File: config.mk
export PLATFORM = sky130hd
export DESIGN_NAME = scb_clock_boot
export DESIGN_NICKNAME = d
export VERILOG_FILES = /design/src/scb_pkg.sv /design/src/scb_clock_boot.sv
export SDC_FILE = /design/constraint.sdc
export NUM_CORES = 1
export LEC_CHECK = 0
export ABC_AREA = 1
export BUFFER_PORTS_ARGS = -buffer_cell sky130_fd_sc_hd__buf_2
export CORE_MARGIN = 5
export CORE_UTILIZATION = 40
export CTS_BUF_LIST = sky130_fd_sc_hd__clkbuf_8 sky130_fd_sc_hd__clkbuf_16
export DETAILED_ROUTE_END_ITERATION = 6
export PLACE_DENSITY_LB_ADDON = 0.3
export SKIP_LAST_GASP = 1
export SLEW_MARGIN = 20
export SYNTH_ARGS = -nofsm -noshare
export SYNTH_HDL_FRONTEND = slang
export SYNTH_SLANG_ARGS = --single-unit
File: constraint.sdc
create_clock -name clk -period 4.3 [get_ports clk]
set_input_delay 0.86 -clock clk [delete_from_list [all_inputs] [get_ports clk]]
set_output_delay 0.86 -clock clk [all_outputs]
set_load 0.02 [all_outputs]
File: src/scb_pkg.sv
// Package: register map, field positions and timing for the clock and boot control block
package scb_pkg;
   // ----------------------------------------
   // Register map (byte addresses)
   // ----------------------------------------
   localparam logic [3:0] ADDR_CLKSEL   = 4'h0;
   localparam logic [3:0] ADDR_XTALCTL  = 4'h1;
   localparam logic [3:0] ADDR_RCTRIM   = 4'h2;
   localparam logic [3:0] ADDR_STATUS   = 4'h3;
   localparam logic [3:0] ADDR_OPTION   = 4'h4;
   // ----------------------------------------
   // Field positions
   // ----------------------------------------
   localparam int XTAL_EN_BIT  = 7;
   localparam int FAST_EN_BIT  = 4;
   localparam int SLOW_EN_BIT  = 2;
   // ----------------------------------------
   // Clock-select codes and reset values
   // ----------------------------------------
   localparam logic [7:0] CLKSEL_RESET  = 8'hf4;
   localparam logic [7:0] CLKSEL_DIV2   = 8'h34;
   localparam logic [7:0] CLKSEL_DIV4   = 8'h14;
   localparam logic [7:0] CLKSEL_DIV8   = 8'h3c;
   localparam logic [7:0] CLKSEL_DIV16  = 8'h1c;
   localparam logic [7:0] CLKSEL_DIV32  = 8'h7c;
   localparam logic [7:0] CLKSEL_SLOW   = 8'he4;
   localparam logic [7:0] CLKSEL_XTAL   = 8'hb0;
   localparam logic [7:0] XTALCTL_RESET = 8'h00;
   localparam logic [7:0] TRIM_RESET    = 8'h80;
   // ----------------------------------------
   // Boot delay in slow RC cycles
   // ----------------------------------------
   localparam int BOOT_FAST_CYC   = 45;
   localparam int BOOT_NORMAL_CYC = 3000;
   // Calibration option codes
   localparam logic [2:0] CAL_OFF = 3'h0;
   localparam logic [2:0] CAL_D2  = 3'h1;
   localparam logic [2:0] CAL_D4  = 3'h2;
   localparam logic [2:0] CAL_D8  = 3'h3;
   localparam logic [2:0] CAL_D16 = 3'h4;
   localparam logic [2:0] CAL_D32 = 3'h5;
   localparam logic [2:0] CAL_SLW = 3'h6;
   typedef enum logic [1:0] {ST_RESET, ST_BOOT, ST_RUN} scb_state_e;
   typedef enum logic [2:0] {SRC_SLOW, SRC_FAST, SRC_XTAL} scb_src_e;
endpackage : scb_pkg

File: src/scb_clock_boot.sv
// Clock source selection, divider and power-up boot sequencing
`timescale 1ns/1ps
//
// Contract
// - Separate enables: crystal control bit 7, clock-select bits 4 and 2.
// - Software selects any oscillator through clock-select, with a divider for the fast RC only.
// - Power-on reset holds core reset until boot delay elapses.
// - Boot delay counts slow RC cycles: 45 fast, 3000 normal.
// - Fast and slow RC both run once boot completes, except after the 0xE4 option, which leaves fast RC off.
// - Fast RC trimmed from calibration register, target 16MHz.
// - Clock-select 0x34 gives fast RC divided by two.
// - Clock-select 0x14 gives fast RC divided by four.
// - Clock-select 0x3C gives fast RC divided by eight.
// - Clock-select 0x1C gives fast RC divided by sixteen.
// - Clock-select 0x7C gives fast RC divided by thirty-two.
// - Clock-select 0xE4 runs slow RC directly, fast RC disabled.
// - Calibrated boot: watchdog off, slow RC on, port A bit five input.
// - Uncalibrated boot: reset clock-select, untrimmed fast RC on, watchdog on.
// - Calibration accepts 14-18MHz targets and dividers 2..32.
// - Calibration is applied once, only when memory is programmed.
// - Clock-select write after boot switches immediately; RC enables follow the written value at once.
module scb_clock_boot
   import scb_pkg::*;
(
   // Clock and reset
   input  wire logic       clk,
   input  wire logic       rst_n,
   // Oscillator ticks (one-cycle pulses at each rising edge of each oscillator)
   input  wire logic       slowTick,
   input  wire logic       fastTick,
   input  wire logic       xtalTick,
   // One-time option memory
   input  wire logic [2:0] calOption,
   input  wire logic [7:0] calTrim,
   input  wire logic       calProgrammed,
   input  wire logic       fastBoot,
   // Register port
   input  wire logic [3:0] regAddr,
   input  wire logic [7:0] regWdata,
   input  wire logic       regWr,
   input  wire logic       regRd,
   output logic      [7:0] regRdata,
   // Oscillator controls and system clock
   output logic            xtalEn,
   output logic            fastEn,
   output logic            slowEn,
   output logic      [7:0] fastTrim,
   output logic            system_clock_choice,
   output logic            coreRst_n,
   output logic            wdtEn,
   output logic            portA5Input
);
   // ----------------------------------------
   // State
   // ----------------------------------------
   scb_state_e  state_ff, nxt_state;
   logic [11:0] bootCnt_ff, nxt_bootCnt;
   logic [7:0]  clkSel_ff, nxt_clkSel;
   logic [7:0]  xtalCtl_ff, nxt_xtalCtl;
   logic [7:0]  trim_ff, nxt_trim;
   logic        wdt_ff, nxt_wdt;
   logic        calDone_ff, nxt_calDone;
   logic [7:0]  rdata_ff, nxt_rdata;
   logic [4:0]  divCnt_ff, nxt_divCnt;
   logic        system_clock_choice_ff, nxt_system_clock_choice;
   logic        coreRst_ff, nxt_coreRst;

   localparam logic [11:0] BOOT_FAST_LEN   = 12'(BOOT_FAST_CYC - 1);
   localparam logic [11:0] BOOT_NORMAL_LEN = 12'(BOOT_NORMAL_CYC - 1);

   // Decode of the selected source and divide ratio (ratio = 2^exp)
   function automatic scb_src_e srcOf(input logic [7:0] sel);
      if (sel == CLKSEL_RESET)
         srcOf = SRC_FAST;
      else if (sel[7:5] == 3'b111 && sel[3])
         srcOf = SRC_FAST;
      else if (sel[7:5] == 3'b111)
         srcOf = SRC_SLOW;
      else if (sel[7:5] == 3'b101)
         srcOf = SRC_XTAL;
      else
         srcOf = SRC_FAST;
   endfunction : srcOf

   function automatic logic [2:0] divExp(input logic [7:0] sel);
      unique case (sel)
         CLKSEL_DIV2:  divExp = 3'h1;
         CLKSEL_DIV4:  divExp = 3'h2;
         CLKSEL_DIV8:  divExp = 3'h3;
         CLKSEL_DIV16: divExp = 3'h4;
         CLKSEL_DIV32: divExp = 3'h5;
         CLKSEL_RESET: divExp = 3'h6;
         default:      divExp = 3'h0;
      endcase
   endfunction : divExp

   // ----------------------------------------
   // Boot sequencing and registers
   // ----------------------------------------
   always_comb
   begin
      nxt_state   = state_ff;
      nxt_bootCnt = bootCnt_ff;
      nxt_clkSel  = clkSel_ff;
      nxt_xtalCtl = xtalCtl_ff;
      nxt_trim    = trim_ff;
      nxt_wdt     = wdt_ff;
      nxt_calDone = calDone_ff;
      nxt_coreRst = coreRst_ff;
      nxt_rdata   = 8'h00;
      unique case (state_ff)
         ST_RESET:
         begin
            nxt_state   = ST_BOOT;
            nxt_bootCnt = fastBoot ? BOOT_FAST_LEN : BOOT_NORMAL_LEN;
         end
         ST_BOOT:
         begin
            nxt_coreRst = 1'b0;
            if (slowTick)
            begin
               if (bootCnt_ff == 12'h000)
               begin
                  nxt_state   = ST_RUN;
                  nxt_coreRst = 1'b1;
                  // Option applied only if programmed, and only once per power-up
                  if (calProgrammed && !calDone_ff && calOption != CAL_OFF)
                  begin
                     nxt_trim = calTrim;
                     nxt_wdt  = 1'b0;
                     unique case (calOption)
                        CAL_D2:  nxt_clkSel = CLKSEL_DIV2;
                        CAL_D4:  nxt_clkSel = CLKSEL_DIV4;
                        CAL_D8:  nxt_clkSel = CLKSEL_DIV8;
                        CAL_D16: nxt_clkSel = CLKSEL_DIV16;
                        CAL_D32: nxt_clkSel = CLKSEL_DIV32;
                        default: nxt_clkSel = CLKSEL_SLOW;
                     endcase
                  end
                  else
                  begin
                     nxt_wdt = 1'b1;
                  end
                  nxt_calDone = 1'b1;
               end
               else
               begin
                  nxt_bootCnt = bootCnt_ff - 12'h001;
               end
            end
         end
         ST_RUN:
         begin
            if (regWr)
            begin
               // New selection takes effect at once; old oscillator stays as written
               unique case (regAddr)
                  ADDR_CLKSEL:  nxt_clkSel  = regWdata;
                  ADDR_XTALCTL: nxt_xtalCtl = regWdata;
                  ADDR_RCTRIM:  nxt_trim    = regWdata;
                  default:      nxt_clkSel  = clkSel_ff;
               endcase
            end
         end
         default: nxt_state = ST_RESET;
      endcase
      if (regRd)
      begin
         unique case (regAddr)
            ADDR_CLKSEL:  nxt_rdata = clkSel_ff;
            ADDR_XTALCTL: nxt_rdata = xtalCtl_ff;
            ADDR_RCTRIM:  nxt_rdata = trim_ff;
            ADDR_STATUS:  nxt_rdata = {5'h00, wdt_ff, calDone_ff, coreRst_ff};
            ADDR_OPTION:  nxt_rdata = {4'h0, fastBoot, calOption};
            default:      nxt_rdata = 8'h00;
         endcase
      end
   end

   always_ff @(posedge clk or negedge rst_n)
   begin
      if (!rst_n)
      begin
         state_ff   <= ST_RESET;
         bootCnt_ff <= 12'h000;
         clkSel_ff  <= CLKSEL_RESET;
         xtalCtl_ff <= XTALCTL_RESET;
         trim_ff    <= TRIM_RESET;
         wdt_ff     <= 1'b1;
         calDone_ff <= 1'b0;
         coreRst_ff <= 1'b0;
         rdata_ff   <= 8'h00;
      end
      else
      begin
         state_ff   <= nxt_state;
         bootCnt_ff <= nxt_bootCnt;
         clkSel_ff  <= nxt_clkSel;
         xtalCtl_ff <= nxt_xtalCtl;
         trim_ff    <= nxt_trim;
         wdt_ff     <= nxt_wdt;
         calDone_ff <= nxt_calDone;
         coreRst_ff <= nxt_coreRst;
         rdata_ff   <= nxt_rdata;
      end
   end

   // ----------------------------------------
   // System clock divider
   // ----------------------------------------
   logic     srcTick;
   scb_src_e curSrc;
   logic     phaseEnd;
   logic [4:0] halfLen;
   logic       ratioOne;

   always_comb
   begin
      curSrc  = srcOf(clkSel_ff);
      unique case (curSrc)
         SRC_FAST: srcTick = fastTick & clkSel_ff[FAST_EN_BIT];
         SRC_XTAL: srcTick = xtalTick & xtalCtl_ff[XTAL_EN_BIT];
         default:  srcTick = slowTick & clkSel_ff[SLOW_EN_BIT];
      endcase
      // Direct mode copies the source pulse, so its duty follows the tick width
      ratioOne = (divExp(clkSel_ff) == 3'h0);
      // Half-period in source ticks, less one
      halfLen  = ratioOne ? 5'h00 : 5'((7'h01 << (divExp(clkSel_ff) - 3'h1)) - 7'h01);
      phaseEnd = srcTick && !ratioOne && (divCnt_ff >= halfLen);
      // In divided modes the output only toggles at a phase end; the count carries over a switch, so a smaller divider can shorten a phase
      nxt_divCnt = (srcTick && !ratioOne) ? (phaseEnd ? 5'h00 : divCnt_ff + 5'h01) : divCnt_ff;
      nxt_system_clock_choice = ratioOne ? srcTick : (phaseEnd ? ~system_clock_choice_ff : system_clock_choice_ff);
   end

   always_ff @(posedge clk or negedge rst_n)
   begin
      if (!rst_n)
      begin
         divCnt_ff <= 5'h00;
         system_clock_choice_ff <= 1'b0;
      end
      else
      begin
         divCnt_ff <= nxt_divCnt;
         system_clock_choice_ff <= nxt_system_clock_choice;
      end
   end

   // ----------------------------------------
   // Outputs
   // ----------------------------------------
   assign regRdata    = rdata_ff;
   assign xtalEn      = xtalCtl_ff[XTAL_EN_BIT];
   assign fastEn      = clkSel_ff[FAST_EN_BIT];
   assign slowEn      = clkSel_ff[SLOW_EN_BIT];
   assign fastTrim    = trim_ff;
   assign system_clock_choice      = system_clock_choice_ff;
   assign coreRst_n   = coreRst_ff;
   assign wdtEn       = wdt_ff;
   assign portA5Input = 1'b1;

   // ----------------------------------------
   // Assertions
   // ----------------------------------------
   a_core_held_boot: assert property (@(posedge clk) disable iff (!rst_n)
      state_ff != ST_RUN |-> !coreRst_ff) else $error("Core released before boot end");
   a_boot_end_release: assert property (@(posedge clk) disable iff (!rst_n)
      state_ff == ST_BOOT && slowTick && bootCnt_ff == 12'h000 |=> coreRst_ff && state_ff == ST_RUN)
      else $error("Boot end did not release core");
   a_wdt_cal_off: assert property (@(posedge clk) disable iff (!rst_n)
      $rose(coreRst_ff) && $past(calProgrammed) && $past(calOption) != CAL_OFF |-> !wdt_ff)
      else $error("Watchdog on after calibrated boot");
   a_wdt_uncal: assert property (@(posedge clk) disable iff (!rst_n)
      $rose(coreRst_ff) && (!$past(calProgrammed) || $past(calOption) == CAL_OFF)
      |-> wdt_ff && clkSel_ff == CLKSEL_RESET)
      else $error("Uncalibrated boot state wrong");
   a_sel_write: assert property (@(posedge clk) disable iff (!rst_n)
      state_ff == ST_RUN && regWr && regAddr == ADDR_CLKSEL |=> clkSel_ff == $past(regWdata))
      else $error("Clock-select write not immediate");
   a_div2_phase: assert property (@(posedge clk) disable iff (!rst_n)
      clkSel_ff == CLKSEL_DIV2 && $stable(clkSel_ff) && fastTick |=> $changed(system_clock_choice_ff))
      else $error("Divide-by-two phase wrong");
   a_slow_enable: assert property (@(posedge clk) disable iff (!rst_n)
      clkSel_ff == CLKSEL_SLOW |-> slowEn && !fastEn ##1 system_clock_choice_ff == $past(slowTick))
      else $error("Slow select enables wrong");
   a_rd_latency: assert property (@(posedge clk) disable iff (!rst_n)
      regRd && regAddr == ADDR_CLKSEL |=> regRdata == $past(clkSel_ff))
      else $error("Read data wrong");
   c_fast_boot:  cover property (@(posedge clk) disable iff (!rst_n) fastBoot && $rose(coreRst_ff));
   c_cal_boot:   cover property (@(posedge clk) disable iff (!rst_n) $rose(coreRst_ff) && !wdt_ff);
   c_sel_switch: cover property (@(posedge clk) disable iff (!rst_n) regWr && regAddr == ADDR_CLKSEL);
endmodule : scb_clock_boot

---- After elaboration in Yosys (flattened, before gate mapping) ----
Cells that the tools add are included.
word-level totals
  logic and storage cells ................. 106
  output and inout bits ................... 23
  register bits ........................... 55
  input bits .............................. 32
operators by class
  equality and inequality tests ........... 28
  reductions and logical operators ........ 21
  shift-type cells ........................ 1
  bitwise gates (word level) .............. 5
  magnitude comparators ................... 1
  muxes and demuxes ....................... 35
  add/subtract/negate cells ............... 4
operators with widths
  operator                 count
  $mux W8                  11
  $pmux W8 S5              2
  $mux W12                 3
  $pmux W8 S2              2
  $pmux W12 S2             1
  $pmux W3 S6              1
  $eq A8 B5 Y1 const B     2
  $eq A8 B6 Y1 const B     2
  $ne A2 B2 Y1 const B     7
  $eq A3 B3 Y1 const B     4
  $logic_not A12 Y1        1
  $mux W2                  6
  $reduce_and A3 Y1        4
  $reduce_and A6 Y1        2
  $sub A12 B1 Y12 const B  1
  $mux W5                  2
  $eq A3 B2 Y1 const B     3
  $eq A4 B2 Y1 const B     2
  $eq A8 B7 Y1 const B     1
  $eq A8 B8 Y1 const B     1
  $eq A3 B1 Y1 const B     2
  $pmux W2 S3              1
  $reduce_bool A2 Y1       3
  $add A5 B1 Y5 const B    1
  18 further kinds         30

---- Logic depth before layout (Yosys ltp) ----
  depth in word-level cells ............... 11
  gate-level depth with buffers ........... 17
  mapped depth without buffers ............ 17

---- Worst setup path after synthesis ----
Ideal clock, no wire load.
  path type ............................... register -> register
  from .................................... register clkSel_ff[4]
  to ...................................... register system_clock_choice_ff (netlist: system_clock_choice)
  period minus slack after synthesis ...... 2.482 ns
  path buffers ............................ 0
  cell stages (with the launch flop) ...... 16
  required time ........................... 4.183 ns
  setup slack ............................. 1.818 ns
  setup time .............................. 0.117 ns
  arrival time ............................ 2.364 ns
  path through ............................ dfstp_2 -> nand2_1 -> nor2_1 -> nand2_1 -> ha_1 -> nand3_1 -> or2_2 -> nand3_1 -> ha_1 -> a21o_1 -> nor2_1 -> nand3_1 -> inv_1 -> nand2_1 -> nand3_1 -> nand2_1
on the way
  longest elaborated chain between the ends .. 9
  elaborated cells between the ends (all ways) .. 23
  classes of those cells .................. add/sub: 2; order compare: 1; eq/ne: 8; shift: 1; mux: 5; bitwise: 1; reduce/logical: 5
RTL lines
  what                                  RTL line                                    RTL
  from (decl)                           scb_clock_boot.sv:58                        logic [7:0] clkSel_ff, nxt_clkSel;
  from (signal assigned)                scb_clock_boot.sv:198                       clkSel_ff <= nxt_clkSel;
  $eq A8 B8 Y1 (tied with other cells)  scb_clock_boot.sv:73, scb_clock_boot.sv:86
  $pmux W3 S6                           scb_clock_boot.sv:86                        unique case (sel)
  $sub A3 B1 Y3                         scb_clock_boot.sv:228                       halfLen = ratioOne ? 5'h00 : 5'((7'h01 << (divExp(clkSel_ff) - 3'h1)) - 7'h01);
  $shl A1 B3 Y5                         scb_clock_boot.sv:228
  $sub A5 B1 Y5                         scb_clock_boot.sv:228
  $mux W5                               scb_clock_boot.sv:228
  $ge A5 B5 Y1                          scb_clock_boot.sv:229                       phaseEnd = srcTick && !ratioOne && (divCnt_ff >= halfLen);
  $logic_and A1 B1 Y1                   scb_clock_boot.sv:229
  $reduce_bool A2 Y1 (no line)          n/a
  to (signal assigned)                  scb_clock_boot.sv:245                       system_clock_choice_ff <= nxt_system_clock_choice;
  to (decl)                             scb_clock_boot.sv:65                        logic system_clock_choice_ff, nxt_system_clock_choice;
Parallel ways exist; a longest one is shown, timed or not.
A chain may end at the register's enable or synchronous reset.

---- Worst setup path after layout ----
Same ends and word-level chain as after synthesis.

==> results.sh <==
export IMPL_cap_violations=0
export IMPL_antenna_found_initial=0
export IMPL_synth_top_family_by_area="simple AND/OR/NAND/NOR gates"
export IMPL_row_count=33
export IMPL_rsz0062_at_grt="false"
export IMPL_drive_above_1_share_pct=19.8
export IMPL_hold_buffers=0
export IMPL_cts_buffer_depth=2
export IMPL_diodes=0
export IMPL_min_delay_start="state_ff[0]$_DFFE_PN0P_"
export IMPL_fp_dieW_um=103
export IMPL_async_flop_share_pct=100
export IMPL_tightestPinTransition_ps=706
export IMPL_reg2reg_from="clkSel_ff[4]$_DFFE_PN1P_"
export IMPL_hold_violations=0
export IMPL_clock_sinks=55
export IMPL_fin_worst_skew_ps=9.79
export IMPL_grt_pass1_vias=2920
export IMPL_pwr_share_clk_pct=16.2
export IMPL_cts_tree="yes"
export IMPL_dr_pass1_iters=4
export IMPL_syn_area_um2=3440
export IMPL_critPathKind="reg -> reg"
export IMPL_place_gp_congestion=0.899
export IMPL_period_share_pct=62.7
export IMPL_drc=0
export IMPL_postSynthCellCount=466
export IMPL_syn_area_per_cell_um2=7.39
export IMPL_worst_setup_path_end_kind="register"
export IMPL_synth_most_common_cell="nand2_1"
export IMPL_crit_buf_inv=1
export IMPL_ys_seq_area_share_pct=40.2
export IMPL_grt_pass1_wl_mm=13.6
export IMPL_synth_edf_count=0
export IMPL_port_buffers=53
export IMPL_p_sw_mw=0.813
export IMPL_synth_area_leaders="dfrtp_1, nand2_1, nand3_1"
export IMPL_io_pins=55
export IMPL_preCtsSetupSlack_ps=1630
export IMPL_initial_core_util_pct=41.5
export IMPL_intPower_mw=1.02
export IMPL_vdd_drop_max_mv=0.281
export IMPL_cp_start_kind="register"
export IMPL_max_slew_margin_pct=53.0
export IMPL_grt_total_usage_pct=16.3
export IMPL_finalSetupViolCount=0
export IMPL_cp_data_arrival_time_ps=2900
export IMPL_clock_latency_ps=310
export IMPL_area_growth_synth_to_final_pct=12.8
export IMPL_wl_met1_mm=3.75
export IMPL_seqPwrFrac_pct=41.1
export IMPL_fillCellCount=855
export IMPL_vias_per_cell=4.92
export IMPL_synth_common_cells="nand2_1, inv_1, dfrtp_1"
export IMPL_power_frac_comb_pct=42.7
export IMPL_power_share_switching_pct=44.4
export IMPL_path_cells="nand2_1, nor2_1, nand2_1, ha_1, nand3_1, or2_2, nand3_1, ha_1, a21o_1, nor2_1, nand3_1, inv_1, nand2_1, nand3_1, nand2_1"
export IMPL_critPathLaunch="clkSel_ff[4]$_DFFE_PN1P_"
export IMPL_worstPathMaxFanout=6
export IMPL_synth_adder_area_share_pct=3.63
export IMPL_synth_cell_types=40
export IMPL_slew_viol_final=0
export IMPL_max_freq_mhz=371
export IMPL_yosys_most_used_dff="dfrtp_1"
export IMPL_grt_overflow=0
export IMPL_cts_setup_buffers=0
export IMPL_slowest_delay_ps=600
export IMPL_hold_path_class="reg -> reg"
export IMPL_routed_via_count=3083
export IMPL_synth_xor_area_share_pct=2.03
export IMPL_tns_ps=0
export IMPL_crit_family="simple AND/OR/NAND/NOR gates"
export IMPL_synth_simple_gate_area_share_pct=34.7
export IMPL_htree_num_levels=2
export IMPL_synth_seq_cells=55
export IMPL_post_cts_resized=0
export IMPL_routedWlPerCell_um=13.3
export IMPL_synth_nets=508
export IMPL_wirelength_mm=8.34
export IMPL_cts_buffers=5
export IMPL_top_layer_used="met4"
export IMPL_p_leak_nw=2.17
export IMPL_synth_compound_area_share_pct=9.66
export IMPL_die_height_um=103
export IMPL_yosys_area_top_type="dfrtp_1"
export IMPL_outcome="finished clean"
export IMPL_muxShareOfSynthArea_pct=2.07
export IMPL_fp_coreArea_um2=8300
export IMPL_drt_antenna_violating_nets=0
export IMPL_final_net_count=562
export IMPL_worst_path_max_delay_cell="dfstp_2"
export IMPL_drtIter0Drc=129
export IMPL_cellPowerDensity_nw_per_um2=471
export IMPL_grt_max_degree=56
export IMPL_dr_wl_met2_mm=4.10
export IMPL_yosysWarnings=0
export IMPL_wl_met3_um=417
export IMPL_synth_top_area_share_pct=34.9
export IMPL_layout_setup_ws_ps=1600
export IMPL_clk_pin_slew_ps=100
export IMPL_total_power_mw=1.83
export IMPL_clockRootBuffer="clkbuf_8"
export IMPL_cp_required_ps=4510
export IMPL_die_area_um2=10600
export IMPL_dpl_hpwl_mm=6.47
export IMPL_finalCriticalPeriod_ps=2700
==> stage by stage <==
stage                     cell area (µm²)  hold WS [ps]  std cells  util (%)
after floorplan                      3440           434        466         -
after global placement               3790           454        618      45.7
after detailed placement             3790           463        618      45.7
after CTS                            3890           486        626      46.8
after global routing                 3890           509        626      46.8
final                                3890           483        626      46.8
==> worst paths after layout <==
check	end	slack, ps	cells after the start
min	state_ff[0]$_DFFE_PN0P_	480	1
max in group asynchronous	state_ff[0]$_DFFE_PN0P_	3160	2
min reg2reg	state_ff[0]$_DFFE_PN0P_	480	1
max	system_clock_choice$_DFFE_PN0P_	1600	15
max reg2reg	system_clock_choice$_DFFE_PN0P_	1600	15
min in group asynchronous	bootCnt_ff[2]$_DFFE_PN0P_	680	2
==> state kept, by name (all words and copies together) (netlist names) <==
signal,count
bootCnt_ff,12
clkSel_ff,8
fastTrim,8
regRdata,8
xtalCtl_ff,8
divCnt_ff,5
state_ff,2
calDone_ff,1
coreRst_n,1
system_clock_choice,1
wdtEn,1
==> cell families after synthesis <==
group | after synthesis
other | 1
multiplexers | 5
AND/OR/NAND/NOR | 265
flip-flops | 55
buffers and inverters | 62
AO/OA/AOI/OAI | 60
XOR/XNOR | 8
adder cells (fa/ha/maj) | 10
==> placed cells by master, fill, tap and decap left out, types with 2 or more instances in the layout <==
master	instances
or2_2	2
nor2_1	36
nand4_1	2
nand3_2	3
clkbuf_8	5
nor2_2	4
clkinv_4	2
ha_1	10
o21ai_0	29
xor2_1	6
a21o_1	2
mux2_4	4
xnor2_1	2
nand2_1	162
a21oi_1	11
nand2_4	4
nor3_1	2
inv_1	49
o22ai_1	5
nor2_4	5
o211ai_1	3
buf_2	53
nand3_1	39
o21ai_2	2
o21ai_1	5
inv_2	5
dfstp_2	7
dfrtp_1	48
==> layer usage <==
layer  track usage, %  vias to the layer above
li1                 -                     1590
met1             22.8                     1423
met2             26.9                       62
met3             2.71                        8
met4             3.39                        0
met5                0                        -
==> power by group through the flow <==
stage                     Sequential (mW)  Combinational (mW)  Clock (mW)
after global routing                0.771               0.884       0.333
after global placement              0.757               0.769           0
after floorplan                     0.792               0.560           0
after CTS                           0.751               0.792       0.311
final                               0.752               0.782       0.297
after detailed placement            0.760               0.790           0
==> layout make-up <==
type                    count  area (µm²)  share of cell area [%]
multi-input cells         349        1800                    46.2
well taps                 105         131                    3.38
clock buffers               5        68.8                    1.77
repair buffers             54         273                    7.02
inverters                  55         206                    5.31
clock inverters             3        25.0                   0.644
flip-flops and latches     55        1390                    35.6
No activity file was read; power rests on OpenSTA's default activity.
